### src/core/mtseq_pkg.sv
// Package for the measurement trigger sequencer: map, fields, timing
package mtseq_pkg;
    // Register byte offsets
    localparam logic [7:0] MTSEQ_CTRL_OFF = 8'h00;
    localparam logic [7:0] MTSEQ_CMD_OFF = 8'h04;
    localparam logic [7:0] MTSEQ_TCOUNT_OFF = 8'h08;
    localparam logic [7:0] MTSEQ_SCOUNT_OFF = 8'h0C;
    localparam logic [7:0] MTSEQ_STATUS_OFF = 8'h10;
    localparam logic [7:0] MTSEQ_DONECNT_OFF = 8'h14;
    // Command register bit positions (write one to issue)
    localparam int MTSEQ_CMD_INIT = 0;
    localparam int MTSEQ_CMD_READ = 1;
    localparam int MTSEQ_CMD_MEAS = 2;
    localparam int MTSEQ_CMD_CONF = 3;
    localparam int MTSEQ_CMD_SWTRG = 4;
    localparam int MTSEQ_CMD_GET = 5;
    localparam int MTSEQ_CMD_CLRERR = 6;
    // Trigger count write codes for MIN and MAX in bits 17:16
    localparam int MTSEQ_TC_MIN_BIT = 16;
    localparam int MTSEQ_TC_MAX_BIT = 17;
    // Count limits and reset values
    localparam logic [15:0] MTSEQ_TCOUNT_MIN = 16'h0001;
    localparam logic [15:0] MTSEQ_TCOUNT_MAX = 16'hC350;
    localparam logic [15:0] MTSEQ_TCOUNT_RST = 16'h0001;
    localparam logic [15:0] MTSEQ_SCOUNT_RST = 16'h0001;
    // Timing: clock in Hz, setup in ms, derived counts in clock cycles
    localparam int MTSEQ_CLK_HZ = 25_000_000;
    localparam int MTSEQ_SETUP_MS = 20;
    localparam int MTSEQ_SETUP_CYC = MTSEQ_SETUP_MS * (MTSEQ_CLK_HZ / 1000);
    localparam int MTSEQ_SAMPLE_CYC = 4;
    // Trigger source selection
    typedef enum logic [1:0] {
        MTSEQ_SRC_IMM = 2'b00,
        MTSEQ_SRC_EXT = 2'b01,
        MTSEQ_SRC_BUS = 2'b10
    } mtseq_src_t;
    // Sequencer states
    typedef enum logic [1:0] {
        MTSEQ_ST_IDLE = 2'b00,
        MTSEQ_ST_SETUP = 2'b01,
        MTSEQ_ST_WAIT = 2'b10,
        MTSEQ_ST_BURST = 2'b11
    } mtseq_state_t;
endpackage

### src/core/mtseq_ext_trig.sv
// External trigger synchroniser and falling edge detector
`timescale 1ns/10ps
module mtseq_ext_trig (
    input wire logic aclk,
    input wire logic aresetn,
    input wire logic trig_in_n,
    output logic fall_pulse
);
    logic sync1_q;
    logic sync2_q;
    logic prev_q;

    // two-flop synchroniser; idle level of the line is high
    always_ff @(posedge aclk) begin
        if (!aresetn) begin
            sync1_q <= 1'b1;
            sync2_q <= 1'b1;
            prev_q <= 1'b1;
        end else begin
            sync1_q <= trig_in_n;
            sync2_q <= sync1_q;
            prev_q <= sync2_q;
        end
    end

    assign fall_pulse = prev_q & ~sync2_q;

    // Each low pulse yields exactly one event
    single_pulse_a: assert property (@(posedge aclk) disable iff (!aresetn)
        fall_pulse |=> !fall_pulse) else $error("edge pulse too long");
endmodule // mtseq_ext_trig

### src/core/mtseq_axil.sv
// AXI4-Lite slave front end returning one register access at a time
`timescale 1ns/10ps
module mtseq_axil (
    input wire logic aclk,
    input wire logic aresetn,
    input wire logic [7:0] s_awaddr,
    input wire logic s_awvalid,
    output logic s_awready,
    input wire logic [31:0] s_wdata,
    input wire logic [3:0] s_wstrb,
    input wire logic s_wvalid,
    output logic s_wready,
    output logic [1:0] s_bresp,
    output logic s_bvalid,
    input wire logic s_bready,
    input wire logic [7:0] s_araddr,
    input wire logic s_arvalid,
    output logic s_arready,
    output logic [31:0] s_rdata,
    output logic [1:0] s_rresp,
    output logic s_rvalid,
    input wire logic s_rready,
    output logic wr_en,
    output logic [7:0] wr_addr,
    output logic [31:0] wr_data,
    input wire logic wr_err,
    output logic [7:0] rd_addr,
    input wire logic [31:0] rd_data,
    input wire logic rd_err
);
    logic aw_got_q;
    logic w_got_q;
    logic [7:0] awaddr_q;
    logic [31:0] wdata_q;

    // Take address and data in either order; hold until response done
    assign s_awready = !aw_got_q && !s_bvalid;
    assign s_wready = !w_got_q && !s_bvalid;
    assign wr_en = aw_got_q && w_got_q && !s_bvalid;
    assign wr_addr = awaddr_q;
    assign wr_data = wdata_q;

    always_ff @(posedge aclk) begin
        if (!aresetn) begin
            aw_got_q <= 1'b0;
            w_got_q <= 1'b0;
            awaddr_q <= 8'h00;
            wdata_q <= 32'h0000_0000;
            s_bvalid <= 1'b0;
            s_bresp <= 2'b00;
        end else begin
            if (s_awvalid && s_awready) begin
                aw_got_q <= 1'b1;
                awaddr_q <= s_awaddr;
            end
            // Partial strobes are written whole; all fields sit in byte lanes 0 to 2
            if (s_wvalid && s_wready) begin
                w_got_q <= 1'b1;
                wdata_q <= s_wdata;
            end
            if (wr_en) begin
                s_bvalid <= 1'b1;
                s_bresp <= wr_err ? 2'b10 : 2'b00;
                aw_got_q <= 1'b0;
                w_got_q <= 1'b0;
            end else if (s_bvalid && s_bready) begin
                s_bvalid <= 1'b0;
            end
        end
    end

    // Read: accepted when idle, data registered next cycle
    assign s_arready = !s_rvalid;
    assign rd_addr = s_araddr;

    always_ff @(posedge aclk) begin
        if (!aresetn) begin
            s_rvalid <= 1'b0;
            s_rdata <= 32'h0000_0000;
            s_rresp <= 2'b00;
        end else if (s_arvalid && s_arready) begin
            s_rvalid <= 1'b1;
            s_rdata <= rd_err ? 32'h0000_0000 : rd_data;
            s_rresp <= rd_err ? 2'b10 : 2'b00;
        end else if (s_rvalid && s_rready) begin
            s_rvalid <= 1'b0;
        end
    end

    bresp_follows_a: assert property (@(posedge aclk) disable iff (!aresetn)
        wr_en |=> s_bvalid) else $error("no write response");
endmodule // mtseq_axil

### src/core/mtseq_top.sv
// Measurement trigger sequencer: arming, sources, counting, completion
//
// How it works
// - In external mode each accepted edge starts one burst of samples.
// - In immediate mode the trigger is always present while waiting.
// - In immediate mode an arm or read-arm starts a burst as soon as setup ends.
// - Configure-and-measure takes exactly one reading, ignoring samples.
// - In bus mode a software trigger counts only while waiting.
// - In bus mode a group execute trigger also counts while waiting.
// - Triggers outside the wait state are ignored.
// - Init or read commands move the sequencer from idle to arming.
// - About 20 ms of setup follows arming; triggers then are dropped.
// - Accepted triggers are counted; the limit (1..50000) ends in idle.
// - Measure and configure commands load the trigger count with 1.
// - Min sets the trigger count to 1 and max sets it to 50000.
// - A measurement-complete output pulses after each burst.
// - External triggers are taken on the falling edge of the line.
// - Source changes outside idle are refused with a conflict flag.
//
// Chosen here: the address map and the AXI4-Lite interface to the registers.
`timescale 1ns/10ps
module mtseq_top #(
    parameter int SETUP_CYC = mtseq_pkg::MTSEQ_SETUP_CYC,
    parameter int SAMPLE_CYC = mtseq_pkg::MTSEQ_SAMPLE_CYC
) (
    input wire logic aclk,
    input wire logic aresetn,
    input wire logic [7:0] s_awaddr,
    input wire logic s_awvalid,
    output logic s_awready,
    input wire logic [31:0] s_wdata,
    input wire logic [3:0] s_wstrb,
    input wire logic s_wvalid,
    output logic s_wready,
    output logic [1:0] s_bresp,
    output logic s_bvalid,
    input wire logic s_bready,
    input wire logic [7:0] s_araddr,
    input wire logic s_arvalid,
    output logic s_arready,
    output logic [31:0] s_rdata,
    output logic [1:0] s_rresp,
    output logic s_rvalid,
    input wire logic s_rready,
    input wire logic ext_trig_n,
    output logic sample_strobe,
    output logic measurement_done_output
);
    import mtseq_pkg::*;

    // Zero-length setup or sample phases would wrap the down counter
    if (SETUP_CYC < 1 || SAMPLE_CYC < 1) begin : g_bad_cycles
        $error("mtseq_top: cycle counts must be at least one");
    end

    logic wr_en;
    logic [7:0] wr_addr;
    logic [31:0] wr_data;
    logic wr_err;
    logic [7:0] rd_addr;
    logic [31:0] rd_data;
    logic rd_err;
    logic ext_fall;

    mtseq_axil u_bus (
        .aclk(aclk),
        .aresetn(aresetn),
        .s_awaddr(s_awaddr),
        .s_awvalid(s_awvalid),
        .s_awready(s_awready),
        .s_wdata(s_wdata),
        .s_wstrb(s_wstrb),
        .s_wvalid(s_wvalid),
        .s_wready(s_wready),
        .s_bresp(s_bresp),
        .s_bvalid(s_bvalid),
        .s_bready(s_bready),
        .s_araddr(s_araddr),
        .s_arvalid(s_arvalid),
        .s_arready(s_arready),
        .s_rdata(s_rdata),
        .s_rresp(s_rresp),
        .s_rvalid(s_rvalid),
        .s_rready(s_rready),
        .wr_en(wr_en),
        .wr_addr(wr_addr),
        .wr_data(wr_data),
        .wr_err(wr_err),
        .rd_addr(rd_addr),
        .rd_data(rd_data),
        .rd_err(rd_err)
    );

    // relies on a wide pulse so the 40 ns sampler cannot miss it
    mtseq_ext_trig u_ext (
        .aclk(aclk),
        .aresetn(aresetn),
        .trig_in_n(ext_trig_n),
        .fall_pulse(ext_fall)
    );

    mtseq_state_t state_q;
    mtseq_src_t src_q;
    logic [15:0] tcount_q;
    logic [15:0] scount_q;
    logic [15:0] taken_q;
    logic [15:0] samples_left_q;
    logic [31:0] timer_q;
    logic conflict_q;
    logic done_q;
    logic [15:0] done_cnt_q;

    // Address decode helpers
    function automatic logic hit(input logic [7:0] a, input logic [7:0] o);
        return a == o;
    endfunction

    logic cmd_wr;
    logic ctrl_wr;
    logic tc_wr;
    logic sc_wr;
    assign cmd_wr = wr_en && hit(wr_addr, MTSEQ_CMD_OFF);
    assign ctrl_wr = wr_en && hit(wr_addr, MTSEQ_CTRL_OFF);
    assign tc_wr = wr_en && hit(wr_addr, MTSEQ_TCOUNT_OFF);
    assign sc_wr = wr_en && hit(wr_addr, MTSEQ_SCOUNT_OFF);
    assign wr_err = wr_en && !(cmd_wr || ctrl_wr || tc_wr || sc_wr ||
        hit(wr_addr, MTSEQ_STATUS_OFF) || hit(wr_addr, MTSEQ_DONECNT_OFF));

    logic is_idle;
    logic do_arm;
    logic do_meas;
    logic do_conf;
    assign is_idle = state_q == MTSEQ_ST_IDLE;
    // init or read arm from idle only
    assign do_arm = cmd_wr && is_idle && (wr_data[MTSEQ_CMD_INIT] ||
        wr_data[MTSEQ_CMD_READ]);
    assign do_meas = cmd_wr && is_idle && wr_data[MTSEQ_CMD_MEAS];
    assign do_conf = cmd_wr && is_idle && wr_data[MTSEQ_CMD_CONF];

    // Trigger qualification per source
    logic trig_now;
    always_comb begin
        trig_now = 1'b0;
        case (src_q)
            MTSEQ_SRC_IMM: trig_now = 1'b1;
            MTSEQ_SRC_EXT: trig_now = ext_fall;
            MTSEQ_SRC_BUS: trig_now = cmd_wr &&
                (wr_data[MTSEQ_CMD_SWTRG] || wr_data[MTSEQ_CMD_GET]);
            default: trig_now = 1'b0;
        endcase
    end

    logic trig_acc;
    assign trig_acc = trig_now && state_q == MTSEQ_ST_WAIT;

    logic burst_end;
    assign burst_end = state_q == MTSEQ_ST_BURST && timer_q == 32'd0 &&
        samples_left_q == 16'd1;

    // Main sequencer
    always_ff @(posedge aclk) begin
        if (!aresetn) begin
            state_q <= MTSEQ_ST_IDLE;
            taken_q <= 16'd0;
            samples_left_q <= 16'd0;
            timer_q <= 32'd0;
        end else begin
            case (state_q)
                MTSEQ_ST_IDLE: begin
                    taken_q <= 16'd0;
                    if (do_meas) begin
                        state_q <= MTSEQ_ST_BURST;
                        samples_left_q <= 16'd1;
                        timer_q <= 32'(SAMPLE_CYC - 1);
                        taken_q <= 16'd1;
                    end else if (do_arm) begin
                        state_q <= MTSEQ_ST_SETUP;
                        timer_q <= 32'(SETUP_CYC - 1);
                    end
                end
                MTSEQ_ST_SETUP: begin
                    if (timer_q == 32'd0) begin
                        state_q <= MTSEQ_ST_WAIT;
                    end else begin
                        timer_q <= timer_q - 32'd1;
                    end
                end
                MTSEQ_ST_WAIT: begin
                    if (trig_acc) begin
                        taken_q <= taken_q + 16'd1;
                        state_q <= MTSEQ_ST_BURST;
                        samples_left_q <= scount_q;
                        timer_q <= 32'(SAMPLE_CYC - 1);
                    end
                end
                MTSEQ_ST_BURST: begin
                    if (timer_q != 32'd0) begin
                        timer_q <= timer_q - 32'd1;
                    end else if (samples_left_q != 16'd1) begin
                        samples_left_q <= samples_left_q - 16'd1;
                        timer_q <= 32'(SAMPLE_CYC - 1);
                    end else if (taken_q >= tcount_q) begin
                        state_q <= MTSEQ_ST_IDLE;
                    end else begin
                        state_q <= MTSEQ_ST_WAIT;
                    end
                end
                default: state_q <= MTSEQ_ST_IDLE;
            endcase
        end
    end

    // Sample strobe marks the end of each reading
    assign sample_strobe = state_q == MTSEQ_ST_BURST && timer_q == 32'd0;

    always_ff @(posedge aclk) begin
        if (!aresetn) begin
            done_q <= 1'b0;
            done_cnt_q <= 16'd0;
        end else begin
            done_q <= burst_end;
            if (burst_end) begin
                done_cnt_q <= done_cnt_q + 16'd1;
            end
        end
    end
    assign measurement_done_output = done_q;

    // Configuration registers
    always_ff @(posedge aclk) begin
        if (!aresetn) begin
            src_q <= MTSEQ_SRC_IMM;
            tcount_q <= MTSEQ_TCOUNT_RST;
            scount_q <= MTSEQ_SCOUNT_RST;
            conflict_q <= 1'b0;
        end else begin
            if (do_meas || do_conf) begin
                // count to 1, source to immediate
                tcount_q <= MTSEQ_TCOUNT_MIN;
                src_q <= MTSEQ_SRC_IMM;
            end else if (tc_wr && is_idle) begin
                // min and max codes, else clamp to range
                if (wr_data[MTSEQ_TC_MAX_BIT]) begin
                    tcount_q <= MTSEQ_TCOUNT_MAX;
                end else if (wr_data[MTSEQ_TC_MIN_BIT] ||
                    wr_data[15:0] == 16'd0) begin
                    tcount_q <= MTSEQ_TCOUNT_MIN;
                end else if (wr_data[15:0] > MTSEQ_TCOUNT_MAX) begin
                    tcount_q <= MTSEQ_TCOUNT_MAX;
                end else begin
                    tcount_q <= wr_data[15:0];
                end
            end
            if (sc_wr && is_idle) begin
                scount_q <= (wr_data[15:0] == 16'd0) ? 16'd1 : wr_data[15:0];
            end
            // source change only in idle; set wins over clear
            if (ctrl_wr && is_idle && !do_conf && !do_meas) begin
                src_q <= mtseq_src_t'(wr_data[1:0] == 2'b11 ? 2'b00
                    : wr_data[1:0]);
            end
            if (ctrl_wr && !is_idle) begin
                conflict_q <= 1'b1;
            end else if (cmd_wr && wr_data[MTSEQ_CMD_CLRERR]) begin
                conflict_q <= 1'b0;
            end
        end
    end

    // Read mux
    always_comb begin
        rd_err = 1'b0;
        case (rd_addr)
            MTSEQ_CTRL_OFF: rd_data = {30'd0, src_q};
            MTSEQ_CMD_OFF: rd_data = 32'h0000_0000;
            MTSEQ_TCOUNT_OFF: rd_data = {16'd0, tcount_q};
            MTSEQ_SCOUNT_OFF: rd_data = {16'd0, scount_q};
            MTSEQ_STATUS_OFF: rd_data = {13'd0, conflict_q, state_q, taken_q};
            MTSEQ_DONECNT_OFF: rd_data = {16'd0, done_cnt_q};
            default: begin
                rd_data = 32'h0000_0000;
                rd_err = 1'b1;
            end
        endcase
    end

    // Setup lasts the full count with no early acceptance
    logic [31:0] setup_seen_q;
    always_ff @(posedge aclk) begin
        if (!aresetn) begin
            setup_seen_q <= 32'd0;
        end else if (state_q == MTSEQ_ST_SETUP) begin
            setup_seen_q <= setup_seen_q + 32'd1;
        end else begin
            setup_seen_q <= 32'd0;
        end
    end

    setup_length_a: assert property (@(posedge aclk) disable iff (!aresetn)
        state_q == MTSEQ_ST_SETUP ##1 state_q == MTSEQ_ST_WAIT
        |-> setup_seen_q == 32'(SETUP_CYC)) else $error("bad setup");
    arm_idle_a: assert property (@(posedge aclk) disable iff (!aresetn)
        do_arm |=> state_q == MTSEQ_ST_SETUP) else $error("no arm");
    ignore_trig_a: assert property (@(posedge aclk) disable iff (!aresetn)
        state_q != MTSEQ_ST_WAIT && state_q != MTSEQ_ST_BURST
        |=> $stable(taken_q) || taken_q == 16'd0 || taken_q == 16'd1)
        else $error("trigger outside wait");
    accept_wait_a: assert property (@(posedge aclk) disable iff (!aresetn)
        trig_acc |=> state_q == MTSEQ_ST_BURST && taken_q == $past(taken_q)
        + 16'd1) else $error("trigger not taken");
    count_limit_a: assert property (@(posedge aclk) disable iff (!aresetn)
        burst_end && taken_q >= tcount_q |=> is_idle)
        else $error("limit not honoured");
    imm_fire_a: assert property (@(posedge aclk) disable iff (!aresetn)
        state_q == MTSEQ_ST_WAIT && src_q == MTSEQ_SRC_IMM
        |=> state_q == MTSEQ_ST_BURST) else $error("immediate idle");
    meas_one_a: assert property (@(posedge aclk) disable iff (!aresetn)
        do_meas |=> samples_left_q == 16'd1 && tcount_q == 16'd1)
        else $error("measure not single");
    done_pulse_a: assert property (@(posedge aclk) disable iff (!aresetn)
        burst_end |=> measurement_done_output ##1 !measurement_done_output)
        else $error("done pulse wrong");
    conflict_a: assert property (@(posedge aclk) disable iff (!aresetn)
        ctrl_wr && !is_idle |=> conflict_q && $stable(src_q))
        else $error("source changed while busy");
    bus_trig_a: assert property (@(posedge aclk) disable iff (!aresetn)
        state_q == MTSEQ_ST_WAIT && src_q == MTSEQ_SRC_BUS && !cmd_wr
        |=> state_q == MTSEQ_ST_WAIT) else $error("bus trigger stray");

    ext_burst_c: cover property (@(posedge aclk) disable iff (!aresetn)
        src_q == MTSEQ_SRC_EXT && trig_acc);
    bus_burst_c: cover property (@(posedge aclk) disable iff (!aresetn)
        src_q == MTSEQ_SRC_BUS && trig_acc);
    limit_end_c: cover property (@(posedge aclk) disable iff (!aresetn)
        burst_end && taken_q >= tcount_q && tcount_q > 16'd1);
    read_arm_c: cover property (@(posedge aclk) disable iff (!aresetn)
        do_arm && wr_data[MTSEQ_CMD_READ]);
    conf_cmd_c: cover property (@(posedge aclk) disable iff (!aresetn)
        do_conf);
endmodule // mtseq_top

### config.mk
export PLATFORM = sky130hd
export DESIGN_NAME = mtseq_top
export DESIGN_NICKNAME = d
export VERILOG_FILES = /design/src/core/mtseq_pkg.sv /design/src/core/mtseq_ext_trig.sv /design/src/core/mtseq_axil.sv /design/src/core/mtseq_top.sv
export SDC_FILE = /design/constraint.sdc
export NUM_CORES = 1
export LEC_CHECK = 0
export ABC_CLOCK_PERIOD_IN_PS = 4250
export CORE_AREA = 2 2 162 227
export CTS_CLUSTER_SIZE = 10
export DETAILED_ROUTE_END_ITERATION = 8
export DIE_AREA = 0 0 164 229
export DONT_BUFFER_PORTS = 1
export GPL_TIMING_DRIVEN = 0
export PLACE_DENSITY = 0.41
export SLEW_MARGIN = 20
export SYNTH_ARGS = -nofsm -noshare
export SYNTH_HDL_FRONTEND = slang
export SYNTH_SLANG_ARGS = --single-unit
### constraint.sdc
create_clock -name aclk -period 4.25 [get_ports aclk]
set_input_delay 0 -clock aclk [delete_from_list [all_inputs] [get_ports aclk]]
set_output_delay 0 -clock aclk [all_outputs]
set_load 0.02 [all_outputs]
Word-level counts from Yosys, hierarchy flattened
Cells that the tools add are included.
W data, S select, Z words.
{"block": "classes", "bitwise": 3, "reduce_logical": 66, "magnitude_cmp": 2, "n_eq_ne": 27, "addsub": 4, "mux": 41}
{"operator": "$mux W32", "count": 6}
{"operator": "$mux W16", "count": 9}
{"operator": "$pmux W32 S4", "count": 1}
{"operator": "$pmux W19 S5", "count": 1}
{"operator": "$pmux W16 S3", "count": 1}
{"operator": "$add A16 B1 Y16 const B", "count": 2}
{"operator": "$eq A8 B4 Y1 const B", "count": 4}
{"operator": "$eq A8 B5 Y1 const B", "count": 4}
{"operator": "$logic_not A32 Y1", "count": 1}
{"operator": "$pmux W16 S2", "count": 1}
{"operator": "$reduce_bool A32 Y1", "count": 1}
{"operator": "$sub A32 B1 Y32 const B", "count": 1}
{"operator": "$logic_and A1 B1 Y1", "count": 29}
{"operator": "$mux W2", "count": 12}
{"operator": "$mux W19", "count": 1}
{"operator": "$eq A16 B1 Y1 const B", "count": 1}
{"operator": "$eq A8 B3 Y1 const B", "count": 2}
{"operator": "$ge A16 B16 Y1", "count": 1}
{"operator": "$gt A16 B16 Y1 const B", "count": 1}
{"operator": "$logic_not A16 Y1", "count": 1}
{"operator": "$logic_not A8 Y1", "count": 2}
{"operator": "$ne A16 B1 Y1 const B", "count": 1}
{"operator": "$sub A16 B1 Y16 const B", "count": 1}
{"operator": "$ne A2 B2 Y1 const B", "count": 5}
{"operator": "other kinds (19)", "count": 54}
{"block": "word_totals", "ff_bits": 187, "input_bits": 60, "wordCells": 165, "out_inout_bits": 43}

Logic depth before layout (Yosys ltp)
{"block": "depth", "depth_word": 11, "mapped_depth": 10, "mapped_depth_nobuf": 8}

Modules after synthesis
From an unflattened synthesis, not the netlist that was laid out.
{"block": "hier_totals", "hier_cells": 1276, "area_unflattened_um2": 10184.8}
{"mod": "mtseq_top", "area_each_um2": 6989.2, "cells_each": 909, "seq_area_each_um2": 2362.3, "instances": 1}
{"mod": "mtseq_axil", "area_each_um2": 3110.5, "cells_each": 360, "seq_area_each_um2": 1561.5, "instances": 1}
{"mod": "mtseq_ext_trig", "area_each_um2": 85.1, "cells_each": 7, "seq_area_each_um2": 60.1, "instances": 1}

Worst setup path after synthesis
OpenSTA, ideal clock, no wires.
{"block": "synth_timing", "kind": "register to register", "from": "reg timer_q[20]", "to": "reg done_cnt_q[9]", "slack_ns": 1.550, "period_less_slack_ns": 2.700, "t_arrival_ns": 2.629, "setup_time_ns": 0.070, "n_path_buf": 2, "t_required_ns": 4.180, "stages_incl_launch_ff": 8, "cell_sequence": "dfxtp_1 -> or4_4 -> or4_1 -> buf_2 -> or4_4 -> buf_6 -> or3_1 -> a21oi_1"}
{"block": "synth_between", "elab_chain_cells": 3}
{"element": "from (decl)", "line": "mtseq_top.sv:108", "rtl": "logic [31:0] timer_q;"}
{"element": "from (signal assigned)", "line": "mtseq_top.sv:174", "rtl": "timer_q <= 32'(SAMPLE_CYC - 1);"}
{"element": "from (signal assigned)", "line": "mtseq_top.sv:178", "rtl": "timer_q <= 32'(SETUP_CYC - 1);"}
{"element": "from (signal assigned)", "line": "mtseq_top.sv:185", "rtl": "timer_q <= timer_q - 32'd1;"}
{"element": "$logic_not A32 Y1", "line": "mtseq_top.sv:157", "rtl": "assign burst_end = state_q == MTSEQ_ST_BURST && timer_q == 32'd0 &&"}
{"element": "$logic_and A1 B1 Y1 (2 in series)", "line": "mtseq_top.sv:157"}
{"element": "to (signal assigned)", "line": "mtseq_top.sv:223", "rtl": "done_cnt_q <= done_cnt_q + 16'd1;"}
{"element": "to (decl)", "line": "mtseq_top.sv:111", "rtl": "logic [15:0] done_cnt_q;"}
Every way passes these cells.
A chain may end at the register's enable or synchronous reset.

Worst setup path in the final report
{"block": "layout_timing", "from": "reg timer_q[12]", "to": "reg samples_left_q[1]"}
{"block": "layout_between", "elab_chain_cells": 3}
{"element": "$reduce_bool A32 Y1", "line": "mtseq_top.sv:197", "rtl": "if (timer_q != 32'd0) begin"}
{"element": "$ne A2 B2 Y1 (no line)"}
{"element": "$reduce_and A5 Y1 (no line)"}
{"element": "to (signal assigned)", "line": "mtseq_top.sv:192", "rtl": "samples_left_q <= scount_q;"}
{"element": "to (signal assigned)", "line": "mtseq_top.sv:200", "rtl": "samples_left_q <= samples_left_q - 16'd1;"}
{"element": "to (decl)", "line": "mtseq_top.sv:107", "rtl": "logic [15:0] samples_left_q;"}
Every way passes these cells.

==> impl_metrics.json <==
{
  "fp.dieW_um": 164,
  "start_kind": "register",
  "peakVddDrop_mv": 0.225,
  "maxCapViolations": 0,
  "max_freq_ghz": 0.258,
  "ant_nets": 0,
  "drv_slew": 0,
  "cp_max_fo": 10,
  "drc": 2,
  "nFillCells": 3888,
  "synth-seq-cells": 172,
  "core_area_um2": 35600,
  "violations": "DRC",
  "clk_latency_ns": 0.46,
  "p_leak_uw": 0.00374,
  "tritoncts": "built",
  "wl_per_cell_um": 19.2,
  "timing.rr.start": "timer_q[12]",
  "synth_area_um2": 8750,
  "status": "complete, but fails checks",
  "p_clk_share_pct": 46.3,
  "dr_total_vias": 8590,
  "final.setup.tns_ns": 0,
  "dp_hpwl_um": 24300,
  "slew_headroom_pct": 33.1,
  "track_usage_pct": 17.7,
  "ys_warn_count": 0,
  "power.switching_uw": 868,
  "grt_pass1_wl_um": 49900,
  "timing.final.crit_share_pct": 91.0,
  "grt_max_degree": 17,
  "yosysSeqAreaShare_pct": 39.4,
  "drt-initial-drc-count": 557,
  "r2r_slack_ns": 0.38,
  "rows": 82,
  "r2r-end": "samples_left_q[1]",
  "grt_pass1_vias": 8547,
  "final_util_pct": 29.6,
  "die-area_um2": 37600,
  "antennaDiodeCount": 0,
  "cts_made_buffers": 17,
  "worstSetupStartpoint": "timer_q[12]",
  "cts_root_buf": "clkbuf_16",
  "io_buffers": 0,
  "multiInputGateArea_um2": 4850,
  "synthCells": 1126,
  "hold_class": "in -> reg",
  "power_frac_seq_pct": 46.9,
  "cts_hold_repair.buffers": 54,
  "rsz0062_at_grt": "false",
  "setup_violations": 0,
  "worstSetupPathType": "reg -> reg",
  "firstDrtPassIters": 9,
  "synth_top_flop_cell": "dfxtp_1",
  "syn2layout_area_growth_pct": 20.3,
  "initial_core_util_pct": 24.6,
  "tightest_slew_ns": 0.995,
  "cts_buffer_depth": 2,
  "critPathArrivalTime_ns": 4.22,
  "syn_avg_cell_area_um2": 7.77,
  "r2r_cells": 7,
  "worstPathRequired_ns": 4.60,
  "synth_edf_count": 0,
  "final_nets": 1295,
  "holdCritStartpoint": "s_arvalid",
  "cts_resized": 0,
  "grt_antenna_before_repair": 0,
  "grt-ovfl-total": 0,
  "drive_above_1_share_pct": 6.13,
  "final-hold-violation-count": 0,
  "critPathCaptureType": "register",
  "fin_skew_ns": 0.0134,
  "power_frac_comb_pct": 6.8,
  "power.internal_uw": 2690,
  "clock-sinks": 172,
  "viasPerCell": 5.09,
  "synth.distinct_cells": 68,
  "die_h_um": 229,
  "path_clk_slew_ns": 0.07,
  "mostFrequentLayoutCell": "dfxtp_1",
  "cp-endpoint": "samples_left_q[1]",
  "ios": 103,
  "p_per_area_nw_per_um2": 338,
  "regArea_um2": 3440,
  "async_flop_share_pct": 0,
  "post_cts_buffers": 0,
  "swShare_pct": 24.4,
  "cts_max_level": 4,
  "gp_congestion": 0.848,
  "layout.cells.most_common_list": "dfxtp_1 (172), nand2_1 (163), a21oi_1 (123)",
  "wl_um": 32400,
  "final.min_clock_period_ns": 3.87
}
[critical path, cell delays in order (launching register included)]
cell and delay [ns]:
dfxtp_1 0.36, nor4_1 0.75, nand4_1 0.58, o31ai_2 0.83
nand4b_1 0.30, clkbuf_1 0.30, clkbuf_1 0.31, a31o_2 0.32
[synthesized netlist by cell type, types with 5 or more instances]
cell type  number  area [um2]
and2_1          7        43.8
a21o_1          8        60.1
inv_1          42         158
a31o_2          7        61.3
a2bb2oi_1      16         140
a222oi_1       14         140
a2111oi_0       7        61.3
buf_4          15         113
and3_1          5        31.3
or2_2           7        43.8
a22o_1          9        78.8
nand4_1        20         125
nand3_1        25         125
dfxtp_1       172        3440
a31oi_1         5        31.3
o221a_2         6        67.6
nor2_1        108         405
nor4_1         27         169
a211oi_1        7        52.6
o211ai_1        7        52.6
nand2_1       163         612
or3_1          23         144
clkbuf_1       50         188
ha_1           22         275
nand2b_1        7        43.8
nor3_1         40         200
a21oi_1       123         616
or4_1           9        67.6
o21ai_0        66         330
xnor2_1        20         175
nand3b_1        6        45.0
o32ai_1         5        43.8
o31a_1          7        61.3
buf_1           6        22.5
[sequential cells by signal (all words and copies together), names as in the netlist]
signal	count
conflict_q	1
u_bus.wr_addr	8
u_bus.w_got_q	1
src_q	2
taken_q	16
u_bus.s_bresp	1
measurement_done_output	1
state_q	2
u_bus.s_bvalid	1
u_bus.s_rdata	19
scount_q	16
samples_left_q	16
u_bus.s_rresp	1
u_ext.prev_q	1
u_bus.wr_data	18
u_bus.s_rvalid	1
timer_q	32
u_ext.sync1_q	1
u_ext.sync2_q	1
done_cnt_q	16
tcount_q	16
u_bus.aw_got_q	1
[area by class of cell]
cell class | instances | area share [%]
Multi-Input combinational cell | 849 | 46.1
Sequential cell | 172 | 32.7
Tap cell | 462 | 5.49
Timing Repair Buffer | 54 | 5.14
Clock buffer | 23 | 4.54
Buffer | 76 | 3.37
Inverter | 43 | 1.53
Clock inverter | 7 | 1.08
[metal layers]
layer	global-route usage (%)	wire (um)	share of wire, %
met1	19.0	12500	39
met2	32.7	17400	54
met3	3.44	1180	3.7
met4	8.22	1240	3.8
met5	0	0	0
[cells by family after synthesis]
group	Yosys count	share of synthesized area, %
simple gates	469	25.6
compound gates	316	23.2
flops	172	39.4
buf+inv	119	5.89
xor+xnor	23	2.30
fa+ha+maj	22	3.15
mux	4	0.458
other cells	1	0.0429
[worst min path at each step]
stage	to	slack [ns]	cells after the start
2_1_floorplan	u_bus.s_rvalid	0.1	1
3_3_place_gp	u_bus.s_rvalid	0.1	1
3_5_place_dp	u_bus.s_rvalid	0.10	1
4_1_cts	u_bus.s_rdata[0]	0.006	3
5_1_grt	u_ext.prev_q	0.04	2
6_report	u_bus.s_rdata[0]	0.02	3
[power by group through the flow]
stage	combinational (uW)	sequential [uW]	clock, uW
floorplan	144	1690	0
global placement	200	1700	0
detailed placement	201	1700	0
CTS	243	1670	1690
global route	267	1670	1740
finish	242	1670	1650
[metrics by stage]
| stage | cell area [um2] | total power, uW | setup WS [ns] | hold slack (ns) | cells |
|---|---|---|---|---|---|
| final | 10500 | 3560 | 0.381 | 0.0167 | 1686 |
| after global routing | 10500 | 3680 | 0.264 | 0.0415 | 1686 |
| after CTS | 10500 | 3600 | 0.465 | 0.00578 | 1686 |
| after detailed placement | 9380 | 1910 | 0.531 | 0.102 | 1602 |
| after global placement | 9380 | 1900 | 0.511 | 0.0997 | 1602 |
| after floorplan | 8800 | 1840 | 1.55 | 0.0990 | 1140 |
No activity file was read; power rests on OpenSTA's default activity.
